### config.mk
export PLATFORM = sky130hd
export DESIGN_NAME = pios_top
export DESIGN_NICKNAME = d
export VERILOG_FILES = /design/src/shared/pios_pkg.sv /design/src/hw/pios_shifter.sv /design/src/hw/pios_top.sv
export VERILOG_INCLUDE_DIRS = /design/src /design/src/shared
export SDC_FILE = /design/constraint.sdc
export NUM_CORES = 1
export LEC_CHECK = 0
export ABC_AREA = 0
export BUFFER_PORTS_ARGS = -buffer_cell sky130_fd_sc_hd__buf_2
export CORE_UTILIZATION = 57
export DETAILED_ROUTE_END_ITERATION = 8
export HOLD_SLACK_MARGIN = 0.15
export PLACE_DENSITY_LB_ADDON = 0.12
export SLEW_MARGIN = 20
export SYNTH_ARGS = -nofsm -noshare
export SYNTH_HDL_FRONTEND = slang
export SYNTH_HIERARCHICAL = 1
export SYNTH_SLANG_ARGS = --single-unit
### constraint.sdc
create_clock -name i_clock -period 2.3 [get_ports i_clock]
set_input_delay 0.46 -clock i_clock [delete_from_list [all_inputs] [get_ports i_clock]]
set_output_delay 0.46 -clock i_clock [all_outputs]
set_load 0.03 [all_outputs]
### src/shared/pios_cfg.svh
// constants, register codes and timing counts for the port and serial shift block
// Operation
// - port C direction bit clear makes pin output, set makes it input.
// - port D direction bit clear makes pin output, set makes it input.
// - reset puts both bidirectional ports in input mode, direction all ones.
// - output pins of ports C and D always drive push-pull.
// - enabled port C level change raises interrupt or hold release.
// - write-only change enable gates each port C pin's change event.
// - change status bit n sets on pin n change; read and clear by instruction.
// - interrupt accept clears only event bit; status kept until clear, enable write, reset.
// - falling edge on stop-wake enabled port C pin leaves stop mode.
// - with mode bit clear, output port drives the internal parallel latch.
// - serial mode pins: data out, tx clock, data in, rx clock; data in pulled up.
// - receive instruction returns old rx buffer, then sets rx busy at status bit 1.
// - eight rx clock pulses; data in sampled on each rising edge.
// - after eighth rx clock clear busy, set event 5, interrupt or release hold.
// - transmit loads buffer, sets busy bit 3, eight clocks, data changes on falling edge.
// - after eighth tx clock clear busy, set event 6, interrupt or release hold.
// - shift byte low nibble is accumulator, high nibble is RAM register.
// - busy status: rx busy bit 1, tx busy bit 3, bits 0 and 2 reserved.
// - output port mode bit 1 selects latch output or serial operation.
// - output port mode bit 3 selects shift rate Fosc/2 or Fosc/256.
`ifndef PIOS_CFG_SVH
`define PIOS_CFG_SVH

`define PIOS_NIB_W 4
`define PIOS_BYTE_W 8
`define PIOS_DIR_RESET 4'hF
`define PIOS_NIB_ZERO 4'h0
`define PIOS_MODE_SERIAL_BIT 1
`define PIOS_MODE_RATE_BIT 3
`define PIOS_BUSY_RX_BIT 1
`define PIOS_BUSY_TX_BIT 3
`define PIOS_EVT_CHANGE 2
`define PIOS_EVT_RX 5
`define PIOS_EVT_TX 6
`define PIOS_EVT_W 8
`define PIOS_PIN_DOUT 0
`define PIOS_PIN_TXCLK 1
`define PIOS_PIN_DIN 2
`define PIOS_PIN_RXCLK 3
`define PIOS_BITS_PER_BYTE 4'h8
`define PIOS_DIV_FAST 2
`define PIOS_DIV_SLOW 256
// half period terminal counts; each half period lasts the count plus one clock cycle
`define PIOS_HALF_FAST 8'h00
`define PIOS_HALF_SLOW 8'h7F

`endif

### src/shared/pios_pkg.sv
// types shared by the port and serial shift block
package pios_pkg;
    typedef enum logic [1:0] {PIOS_IDLE, PIOS_LOW, PIOS_HIGH} pios_phase_t;
endpackage

### src/hw/pios_shifter.sv
// one eight-bit serial shifter with its own clock pin, used for both directions
`timescale 1ns/1ps
`default_nettype none
`include "pios_cfg.svh"
module pios_shifter
(
    // clock and reset
    input wire logic i_clock,
    input wire logic i_rst_n,
    input wire logic i_ce,
    // control
    input wire logic i_start,
    input wire logic i_slow,
    input wire logic i_is_tx,
    input wire logic [7:0] i_load,
    input wire logic i_din,
    // status
    output logic o_busy,
    output logic o_done,
    output logic o_sclk,
    output logic o_dout,
    output logic [7:0] o_data
);
    pios_pkg::pios_phase_t phase_ff, nxt_phase;
    logic [7:0] div_ff;
    logic [3:0] cnt_ff;
    logic [7:0] sh_ff;
    logic dout_ff;
    logic done_ff;
    wire [7:0] half_w = i_slow ? `PIOS_HALF_SLOW : `PIOS_HALF_FAST;
    wire tick_w = (div_ff == half_w);
    wire last_w = (cnt_ff == `PIOS_BITS_PER_BYTE);
    wire rise_w = (phase_ff == pios_pkg::PIOS_HIGH) && (div_ff == 8'h00);

    always_comb
    begin
        nxt_phase = phase_ff;
        case (phase_ff)
            pios_pkg::PIOS_IDLE: if (i_start) nxt_phase = pios_pkg::PIOS_LOW;
            pios_pkg::PIOS_LOW: if (tick_w) nxt_phase = pios_pkg::PIOS_HIGH;
            pios_pkg::PIOS_HIGH: if (tick_w) nxt_phase = last_w ? pios_pkg::PIOS_IDLE : pios_pkg::PIOS_LOW;
            default: nxt_phase = pios_pkg::PIOS_IDLE;
        endcase
    end

    always_ff @(posedge i_clock or negedge i_rst_n)
    begin
        if (!i_rst_n)
        begin
            phase_ff <= pios_pkg::PIOS_IDLE;
            div_ff <= 8'h00;
            cnt_ff <= 4'h0;
            sh_ff <= 8'h00;
            dout_ff <= 1'b1;
            done_ff <= 1'b0;
        end
        else if (i_ce)
        begin
            phase_ff <= nxt_phase;
            done_ff <= (phase_ff == pios_pkg::PIOS_HIGH) && tick_w && last_w;
            div_ff <= (phase_ff == pios_pkg::PIOS_IDLE || tick_w) ? 8'h00 : div_ff + 8'h01;
            if (phase_ff == pios_pkg::PIOS_IDLE && i_start)
            begin
                cnt_ff <= 4'h1;
                if (i_is_tx)
                begin
                    // first bit leaves on the first falling edge
                    dout_ff <= i_load[0];
                    sh_ff <= {1'b0, i_load[7:1]};
                end
            end
            else
            begin
                // the pin is registered a cycle behind the phase, so sample as the pin itself rises
                if (rise_w && !i_is_tx)
                    sh_ff <= {i_din, sh_ff[7:1]};
                if (phase_ff == pios_pkg::PIOS_HIGH && tick_w && !last_w)
                begin
                    cnt_ff <= cnt_ff + 4'h1;
                    if (i_is_tx)
                    begin
                        dout_ff <= sh_ff[0];
                        sh_ff <= {1'b0, sh_ff[7:1]};
                    end
                end
            end
        end
    end

    assign o_busy = (phase_ff != pios_pkg::PIOS_IDLE);
    assign o_done = done_ff;
    assign o_sclk = (phase_ff != pios_pkg::PIOS_LOW);
    assign o_dout = dout_ff;
    assign o_data = sh_ff;
endmodule // pios_shifter
`default_nettype wire

### src/hw/pios_top.sv
// ports C and D, change detect, output port latch and serial shifter
`timescale 1ns/1ps
`default_nettype none
`include "pios_cfg.svh"
module pios_top
(
    // clock and reset
    input wire logic i_clock,
    input wire logic i_rst_n,
    input wire logic i_ce,
    // instruction strobes
    input wire logic i_wr_port_c_direction,
    input wire logic i_wr_port_d_direction,
    input wire logic i_wr_change_detect_enable,
    input wire logic i_wr_output_port_mode,
    input wire logic i_wr_stop_wake_enable,
    input wire logic i_wr_port_c_data,
    input wire logic i_wr_port_d_data,
    input wire logic i_wr_parallel_latch,
    input wire logic i_clear_change_status_instr,
    input wire logic i_clear_busy_status,
    input wire logic i_receive_instruction,
    input wire logic i_transmit_instruction,
    input wire logic [3:0] i_wdata,
    input wire logic [3:0] i_accumulator,
    // event controller side
    input wire logic i_change_int_accept,
    // pins
    input wire logic [3:0] i_port_c,
    input wire logic [3:0] i_port_d,
    input wire logic i_serial_din,
    output logic [3:0] o_port_c,
    output logic [3:0] o_port_c_oe,
    output logic [3:0] o_port_d,
    output logic [3:0] o_port_d_oe,
    output logic [3:0] o_led_output_port,
    output logic o_serial_din_pullup,
    // read back
    output logic [3:0] o_port_c_in,
    output logic [3:0] o_port_d_in,
    output logic [3:0] o_change_detect_status,
    output logic [3:0] o_serial_busy_status,
    output logic [3:0] o_rx_accumulator,
    output logic [3:0] o_rx_ram,
    // events
    output logic [7:0] o_event_flags,
    output logic o_stop_wake
);
    // ------------------------------------------------------------
    // registers
    // ------------------------------------------------------------
    logic [3:0] port_c_direction_ff, port_d_direction_ff;
    logic [3:0] change_detect_enable_ff, stop_wake_enable_ff;
    logic [3:0] output_port_mode_ff, internal_parallel_latch_ff;
    logic [3:0] port_c_out_ff, port_d_out_ff, port_c_prev_ff;
    logic [3:0] change_detect_status_ff, port_c_in_ff, port_d_in_ff;
    logic [3:0] port_c_pin_ff;
    logic [3:0] port_c_oe_ff;
    logic [3:0] port_d_pin_ff;
    logic [3:0] port_d_oe_ff;
    logic [3:0] led_ff;
    logic [3:0] rx_acc_ff, rx_ram_ff;
    logic rx_busy_flag_ff;
    logic tx_busy_flag_ff;
    logic change_evt_ff;
    logic stop_wake_ff;
    logic pullup_ff;
    logic [7:0] event_flags_ff;
    logic [7:0] rx_shift_buffer;
    logic rx_busy_w;
    logic rx_done_w;
    logic rx_clk_w;
    logic tx_busy_w;
    logic tx_done_w;
    logic tx_clk_w;
    logic tx_dout_w;

    // ------------------------------------------------------------
    // decode
    // ------------------------------------------------------------
    wire serial_mode_w = output_port_mode_ff[`PIOS_MODE_SERIAL_BIT];
    wire slow_w = output_port_mode_ff[`PIOS_MODE_RATE_BIT];
    // pin level seen by the change logic: driven value for outputs
    wire [3:0] c_level_w = (port_c_direction_ff & i_port_c) | (~port_c_direction_ff & port_c_out_ff);
    wire [3:0] c_change_w = c_level_w ^ port_c_prev_ff;
    wire [3:0] c_fall_w = port_c_prev_ff & ~c_level_w;
    wire c_event_w = |(c_change_w & change_detect_enable_ff);
    wire rx_start_w = i_receive_instruction && serial_mode_w;
    wire tx_start_w = i_transmit_instruction && serial_mode_w;
    wire [3:0] led_w = serial_mode_w ?
        {rx_clk_w, 1'b1, tx_clk_w, tx_dout_w} : internal_parallel_latch_ff;
    wire [3:0] busy_w = {tx_busy_flag_ff, 1'b0, rx_busy_flag_ff, 1'b0};
    wire [3:0] d_level_w = (port_d_direction_ff & i_port_d) | (~port_d_direction_ff & port_d_out_ff);
    wire [3:0] c_oe_w = ~port_c_direction_ff;
    wire [3:0] d_oe_w = ~port_d_direction_ff;
    wire [7:0] event_w = {1'b0, tx_done_w, rx_done_w, 2'b00, change_evt_ff, 2'b00};
    wire [3:0] nxt_status = i_wr_change_detect_enable || i_clear_change_status_instr ?
        `PIOS_NIB_ZERO : change_detect_status_ff;

    // ------------------------------------------------------------
    // control registers
    // ------------------------------------------------------------
    always_ff @(posedge i_clock or negedge i_rst_n)
    begin
        if (!i_rst_n)
        begin
            port_c_direction_ff <= `PIOS_DIR_RESET;
            port_d_direction_ff <= `PIOS_DIR_RESET;
            change_detect_enable_ff <= `PIOS_NIB_ZERO;
            stop_wake_enable_ff <= `PIOS_NIB_ZERO;
            output_port_mode_ff <= `PIOS_NIB_ZERO;
            internal_parallel_latch_ff <= `PIOS_NIB_ZERO;
            port_c_out_ff <= `PIOS_NIB_ZERO;
            port_d_out_ff <= `PIOS_NIB_ZERO;
        end
        else if (i_ce)
        begin
            if (i_wr_port_c_direction)
                port_c_direction_ff <= i_wdata;
            if (i_wr_port_d_direction)
                port_d_direction_ff <= i_wdata;
            if (i_wr_change_detect_enable)
                change_detect_enable_ff <= i_wdata;
            if (i_wr_stop_wake_enable)
                stop_wake_enable_ff <= i_wdata;
            if (i_wr_output_port_mode)
                output_port_mode_ff <= i_wdata;
            if (i_wr_parallel_latch)
                internal_parallel_latch_ff <= i_wdata;
            if (i_wr_port_c_data)
                port_c_out_ff <= i_wdata;
            if (i_wr_port_d_data)
                port_d_out_ff <= i_wdata;
        end
    end

    // ------------------------------------------------------------
    // change detection and events
    // ------------------------------------------------------------
    always_ff @(posedge i_clock or negedge i_rst_n)
    begin
        if (!i_rst_n)
        begin
            port_c_prev_ff <= `PIOS_NIB_ZERO;
            change_detect_status_ff <= `PIOS_NIB_ZERO;
            change_evt_ff <= 1'b0;
            stop_wake_ff <= 1'b0;
            rx_busy_flag_ff <= 1'b0;
            tx_busy_flag_ff <= 1'b0;
            rx_acc_ff <= `PIOS_NIB_ZERO;
            rx_ram_ff <= `PIOS_NIB_ZERO;
        end
        else if (i_ce)
        begin
            port_c_prev_ff <= c_level_w;
            // a change in the clearing cycle still lands
            change_detect_status_ff <= nxt_status | c_change_w;
            // accept clears the event only; set wins
            change_evt_ff <= c_event_w || (change_evt_ff && !i_change_int_accept);
            stop_wake_ff <= |(c_fall_w & stop_wake_enable_ff);
            if (rx_start_w)
            begin
                rx_acc_ff <= rx_shift_buffer[3:0];
                rx_ram_ff <= rx_shift_buffer[7:4];
            end
            // clear drops the flags only; a running engine still finishes its byte
            rx_busy_flag_ff <= rx_start_w
                || (rx_busy_flag_ff && !rx_done_w && !i_clear_busy_status);
            tx_busy_flag_ff <= tx_start_w
                || (tx_busy_flag_ff && !tx_done_w && !i_clear_busy_status);
        end
    end

    // ------------------------------------------------------------
    // serial engines
    // ------------------------------------------------------------
    pios_shifter u_rx
    (
        .i_clock(i_clock),
        .i_rst_n(i_rst_n),
        .i_ce(i_ce),
        .i_start(rx_start_w && !rx_busy_w),
        .i_slow(slow_w),
        .i_is_tx(1'b0),
        .i_load(8'h00),
        .i_din(i_serial_din),
        .o_busy(rx_busy_w),
        .o_done(rx_done_w),
        .o_sclk(rx_clk_w),
        .o_dout(),
        .o_data(rx_shift_buffer)
    );

    pios_shifter u_tx
    (
        .i_clock(i_clock),
        .i_rst_n(i_rst_n),
        .i_ce(i_ce),
        .i_start(tx_start_w && !tx_busy_w),
        .i_slow(slow_w),
        .i_is_tx(1'b1),
        .i_load({i_wdata, i_accumulator}),
        .i_din(1'b0),
        .o_busy(tx_busy_w),
        .o_done(tx_done_w),
        .o_sclk(tx_clk_w),
        .o_dout(tx_dout_w),
        .o_data()
    );

    // ------------------------------------------------------------
    // registered pin outputs
    // ------------------------------------------------------------
    always_ff @(posedge i_clock or negedge i_rst_n)
    begin
        if (!i_rst_n)
        begin
            port_c_pin_ff <= `PIOS_NIB_ZERO;
            port_c_oe_ff <= `PIOS_NIB_ZERO;
            port_d_pin_ff <= `PIOS_NIB_ZERO;
            port_d_oe_ff <= `PIOS_NIB_ZERO;
            led_ff <= `PIOS_NIB_ZERO;
            pullup_ff <= 1'b0;
            port_c_in_ff <= `PIOS_NIB_ZERO;
            port_d_in_ff <= `PIOS_NIB_ZERO;
            event_flags_ff <= 8'h00;
        end
        else if (i_ce)
        begin
            port_c_pin_ff <= port_c_out_ff;
            port_c_oe_ff <= c_oe_w;
            port_d_pin_ff <= port_d_out_ff;
            port_d_oe_ff <= d_oe_w;
            led_ff <= led_w;
            pullup_ff <= serial_mode_w;
            port_c_in_ff <= c_level_w;
            port_d_in_ff <= d_level_w;
            event_flags_ff <= event_w;
        end
    end

    assign o_port_c = port_c_pin_ff;
    assign o_port_c_oe = port_c_oe_ff;
    assign o_port_d = port_d_pin_ff;
    assign o_port_d_oe = port_d_oe_ff;
    assign o_led_output_port = led_ff;
    assign o_serial_din_pullup = pullup_ff;
    assign o_port_c_in = port_c_in_ff;
    assign o_port_d_in = port_d_in_ff;
    assign o_change_detect_status = change_detect_status_ff;
    assign o_serial_busy_status = {busy_w[3], 1'b0, busy_w[1], 1'b0};
    assign o_rx_accumulator = rx_acc_ff;
    assign o_rx_ram = rx_ram_ff;
    assign o_event_flags = event_flags_ff;
    assign o_stop_wake = stop_wake_ff;
endmodule // pios_top
`default_nettype wire

== Word-level counts from Yosys, hierarchy flattened ==
Index checks and enable logic that the tools add are counted.

* Input bits: 33
* Output and inout port bits: 54
* Register bits after elaboration: 127
* Logic and storage cells: 148

* Reductions and logical operators: 55
* Equal/unequal tests: 16
* Mux-type cells: 23
* Bitwise gates (word level): 15
* $add $sub $neg: 4

{| class="wikitable"
|+ Operators with widths
! operator !! number
|-
| 8-bit 2-to-1 mux || 4
|-
| 4-bit AND || 7
|-
| 4-bit 2-to-1 mux || 6
|-
| 2-bit AND reduction || 11
|-
| 1-bit logical AND || 18
|-
| 8-bit by 1-bit adder with 8-bit output, second input constant || 2
|-
| 8-bit == test || 2
|-
| 2-bit by 1-bit inequality test with 1-bit output, second input constant || 8
|-
| 2-bit 2-to-1 mux || 6
|-
| 4-bit inverter || 3
|-
| 4-bit OR || 3
|-
| 2-bit case mux with 3 select lines || 2
|-
| 4-bit by 1-bit adder with 4-bit output, second input constant || 2
|-
| 4-bit == test, second input constant || 2
|-
| 1-bit logical NOT || 8
|-
| 8-bit logical NOT || 1
|-
| 4-bit AND reduction || 2
|-
| 2-bit nonzero test || 4
|-
| 4-bit OR reduction || 2
|-
| 7-bit 2-to-1 mux || 1
|-
| 1-bit logical OR || 6
|-
| 2-bit by 1-bit == test with 1-bit output, second input constant || 2
|-
| 2-bit == test, second input constant || 2
|-
| 2-bit logical NOT || 2
|-
| 4 further kinds || 7
|}

== Longest topological paths before layout ==
* Depth after elaboration: 7
* Mapped depth: 9
* Depth with buffers taken out: 7

== Cells and area by module ==
The synthesis kept the hierarchy.

{| class="wikitable"
|+ By module, submodules not included
! module !! instances !! area each (um2) !! seq. area each (um2) !! cells each
|-
| pios_top || 1 || 3294.4 || 1961.9 || 244
|-
| pios_shifter at u_rx || 1 || 1365.1 || 601.8 || 136
|-
| pios_shifter at u_tx || 1 || 1350.0 || 601.8 || 143
|}

== Least setup slack after synthesis ==
OpenSTA, ideal clock, no wires.

* Path kind: register to register
* Start: reg u_tx.div_ff[5]
* End: reg u_tx.cnt_ff[3]
* Library setup time: 0.124 ns
* Data required time: 2.176 ns
* Stages on the path, launching flop included: 7
* Buffers on the path: 1
* Path slack: 0.227 ns
* Clock period less this slack: 2.073 ns
* Data arrival time: 1.949 ns
* Path through: dfrtp_1 > or3_1 > o22a_1 > or3_1 > buf_2 > o211a_1 > a211o_1

* Longest elaborated chain between the ends: 5

{| class="wikitable"
|+ RTL lines
! what !! RTL line !! text
|-
| start: declaration || pios_shifter.sv:25 || <nowiki>logic [7:0] div_ff;</nowiki>
|-
| start signal: assignment || pios_shifter.sv:61 || <nowiki>div_ff <= (phase_ff == pios_pkg::PIOS_IDLE || tick_w) ? 8'h00 : div_ff + 8'h01;</nowiki>
|-
| 8-bit == test || pios_shifter.sv:31 || <nowiki>wire tick_w = (div_ff == half_w);</nowiki>
|-
| 1-bit logical AND (2 in a row) || pios_shifter.sv:77 || <nowiki>if (phase_ff == pios_pkg::PIOS_HIGH && tick_w && !last_w)</nowiki>
|-
| 2-bit nonzero test (no line) || - ||
|-
| 2-bit AND reduction (no line) || - ||
|-
| end signal: assignment || pios_shifter.sv:79 || <nowiki>cnt_ff <= cnt_ff + 4'h1;</nowiki>
|-
| end: declaration || pios_shifter.sv:26 || <nowiki>logic [3:0] cnt_ff;</nowiki>
|}

Every way passes these cells.
A chain may end at the register's enable or synchronous reset.

== Final worst setup path ==
* Start: reg u_rx.div_ff[1]
* End: reg u_rx.sh_ff[4], in the netlist u_rx/o_data[4]

* Longest elaborated chain between the ends: 3

{| class="wikitable"
|+ RTL lines
! what !! RTL line !! text
|-
| start: declaration || pios_shifter.sv:25 ||
|-
| start signal: assignment || pios_shifter.sv:61 ||
|-
| 8-bit logical NOT || pios_shifter.sv:33 || <nowiki>wire rise_w = (phase_ff == pios_pkg::PIOS_HIGH) && (div_ff == 8'h00);</nowiki>
|-
| 1-bit logical AND || pios_shifter.sv:33 ||
|-
| 3-bit AND reduction (no line) || - ||
|-
| end signal: assignment || pios_shifter.sv:69 || <nowiki>sh_ff <= {1'b0, i_load[7:1]};</nowiki>
|-
| end signal: assignment || pios_shifter.sv:76 || <nowiki>sh_ff <= {i_din, sh_ff[7:1]};</nowiki>
|-
| end signal: assignment || pios_shifter.sv:83 || <nowiki>sh_ff <= {1'b0, sh_ff[7:1]};</nowiki>
|-
| end: declaration || pios_shifter.sv:27 || <nowiki>logic [7:0] sh_ff;</nowiki>
|}

Every way passes these cells.

==> flow_summary_export.csv <==
group,metric,value,unit
critical_path,worstSetupPathType,"reg2reg",
clock_network,clock-sinks,125,
floorplanning,die_w,104.2,um
clock_network,root_buffer,"clkbuf_8",
detailed_routing,drt_iter0_markers,237,
synth,synth_area,5957,sq um
critical_path,arrival,2.58,ns
sta,finalHoldViolCount,0,
critical_path,r2r-start,"u_rx/div_ff[1]$_DFFE_PN0P_",
layout,area_growth_syn_to_layout,20.23,%
power,leakage,3.254,nW
layout,diodes,0,
floorplanning,coreArea,9955,sq um
sta,rsz0062_at_grt,"false",
detailed_routing,wirelength,12930,um
outcome,status,"complete, no violations",
grt,grt_pass1_wl,21700,um
detailed_routing,drc,0,
sta,report.final.slew_viol_count,0,
layout,regArea,3139,sq um
sta,fin_tns_setup,0,ns
sta,min_period,2.191,ns
layout,layout_common_cells,"116 x dfrtp_1, 78 x buf_2, 54 x nand2_1",
placement,hpwl,8711,um
power,clkPwrFrac,0.349,
synth,yosysWarnings,6,
power,internal_power,5.198,mW
critical_path,critPathLaunchType,"flop",
floorplanning,die_y,104.2,um
critical_path,required,2.69,ns
sta,setup_viol,0,
critical_path,rr_worst_depth,6,
layout,drive_above_1_share,0.3223,
critical_path,r2r_slack,0.11,ns
hold_path,min_from,"i_accumulator[3]",
floorplanning,dieArea,10860,sq um
power,p_switching,2.483,mW
sta,fin_skew,0.008731,ns
critical_path,end_kind,"flop",
synth,syn-instance-count,517,
clock_network,clk_pin_slew,0.06,ns
power,p_sw_frac,0.3233,
power,power,7.681,mW
sta,relSlewSlack,0.5981,
grt,grt_max_degree,68,
detailed_routing,via_per_inst,5.726,
hold_path,hold_end,"u_tx/o_data[2]$_DFFE_PN0P_",
layout,multiInputGateArea,2673,sq um
floorplanning,io_pins,87,
power,pwr-share-comb,0.252,
layout,stdcell_count,769,
placement,gp_congestion,0.8581,
critical_path,r2r-end,"u_rx/o_data[4]$_DFFE_PN0P_",
run,maxCapViolCount,0,
sta,tightest_slew,0.6021,ns
clock_network,numCtsBuffers,17,
layout,nNetsFinal,669,
grt,grt_usage,0.2553,
placement,dp.cells,736,
layout,n_fill_cell,707,
critical_path,crit_fanout,8,
synth,syn-mean-instance-area,11.52,sq um
sta,max_freq,456.4,MHz
grt,first_global_vias,4253,
layout,mostFrequentLayoutCell,"dfrtp_1",
clock_network,htree_levels,4,
grt,antenna_found_initial,0,
clock_network,cts_tree,"done",
power,pwr-share-seq,0.399,
floorplanning,row_count,36,
clock_network,clk_path_buf_depth,2,
power,peakVddDrop,0.5560,mV
hold_path,whs_path_depth,3,
power,p_per_area,1073,nW/um^2
detailed_routing,dr.pass1.iters,6,
grt,grt_overflow,0,
floorplanning,start_util,0.5984,
detailed_routing,via_count,4403,
sta,fin_crit_sh,0.9526,
clock_network,clock_latency,0.52,ns
detailed_routing,post_drt_wl_per_cell,16.82,um
detailed_routing,drtAntennaViolNets,0,
hold_path,hold_class,"in2reg",
placement,port_buffers,79,
-- state kept, by name, summed over array words and instances, names as in the netlist, 8 cells and up --
register / count
u_rx/div_ff: 8
u_tx/o_data: 8
u_tx/div_ff: 8
u_rx/o_data: 8
-- layout make-up --
class	count	area share
Inverter	18	0.009434
Tap cell	133	0.02324
Clock inverter	9	0.01887
Clock buffer	22	0.06464
Multi-Input combinational cell	371	0.3732
Timing Repair Buffer	91	0.07233
Sequential cell	125	0.4383
-- critical path, stage by stage (launching register included) --
cell,delay (ns)
dfrtp_1,0.43
inv_1,0.10
ha_1,0.15
or4b_2,0.60
nor4_1,0.28
a211oi_2,0.17
a221o_1,0.33
-- metal layers --
metal / global-route usage / wire, um / part of all wire
met2: 0.4062 / 6376 / 0.49
met4: 0.07653 / 85 / 0.0066
met5: 0 / 0 / 0
met3: 0.05702 / 584 / 0.045
met1: 0.3513 / 5885 / 0.46
-- per-stage QoR --
stage | hold slack (ns) | cell area [sq um] | worst slack [ns] | util
4_1_cts | 0.1592 | 7154 | 0.08237 | 0.7187
5_1_grt | 0.1740 | 7162 | 0.009612 | 0.7195
3_5_place_dp | 0.4703 | 6529 | 0.01196 | 0.6559
2_1_floorplan | 0.1644 | 6043 | 0.2268 | -
3_3_place_gp | 0.4592 | 6529 | 0.1289 | 0.6559
6_report | 0.1772 | 7162 | 0.1091 | 0.7195
-- power groups by stage --
stage               clock network [mW]  registers [mW]  logic [mW]
floorplan                            0            3.33        1.09
global route                      2.82            3.13        2.12
global placement                     0            3.06        1.85
finish                            2.68            3.06        1.94
detailed placement                   0            3.09        1.91
CTS                               2.73            3.06        1.94
-- worst max path at each step --
stage | startpoint | to | slack [ns] | depth (start not counted)
after global routing | u_rx/div_ff[2]$_DFFE_PN0P_ | u_rx/div_ff[6]$_DFFE_PN0P_ | 0.01 | 5
final | u_rx/div_ff[1]$_DFFE_PN0P_ | u_rx/o_data[4]$_DFFE_PN0P_ | 0.11 | 6
after global placement | u_tx/div_ff[5]$_DFFE_PN0P_ | u_tx/o_data[1]$_DFFE_PN0P_ | 0.13 | 5
after floorplan | u_tx/div_ff[5]$_DFFE_PN0P_ | u_tx/cnt_ff[3]$_DFFE_PN0P_ | 0.23 | 6
after CTS | u_tx/div_ff[5]$_DFFE_PN0P_ | u_tx/o_dout$_DFFE_PN1P_ | 0.08 | 6
after detailed placement | u_tx/div_ff[5]$_DFFE_PN0P_ | u_tx/o_data[5]$_DFFE_PN0P_ | 0.01 | 5
-- repair_timing --
action,4_1_cts,5_1_grt
buffers inserted,0,0
hold endpoints to repair,117,0
gates resized for setup,1,2
hold buffers,2,0
endpoints found under the setup margin,7,6
pin swaps,0,0
Note: power is estimated with default switching activity, not from simulation.
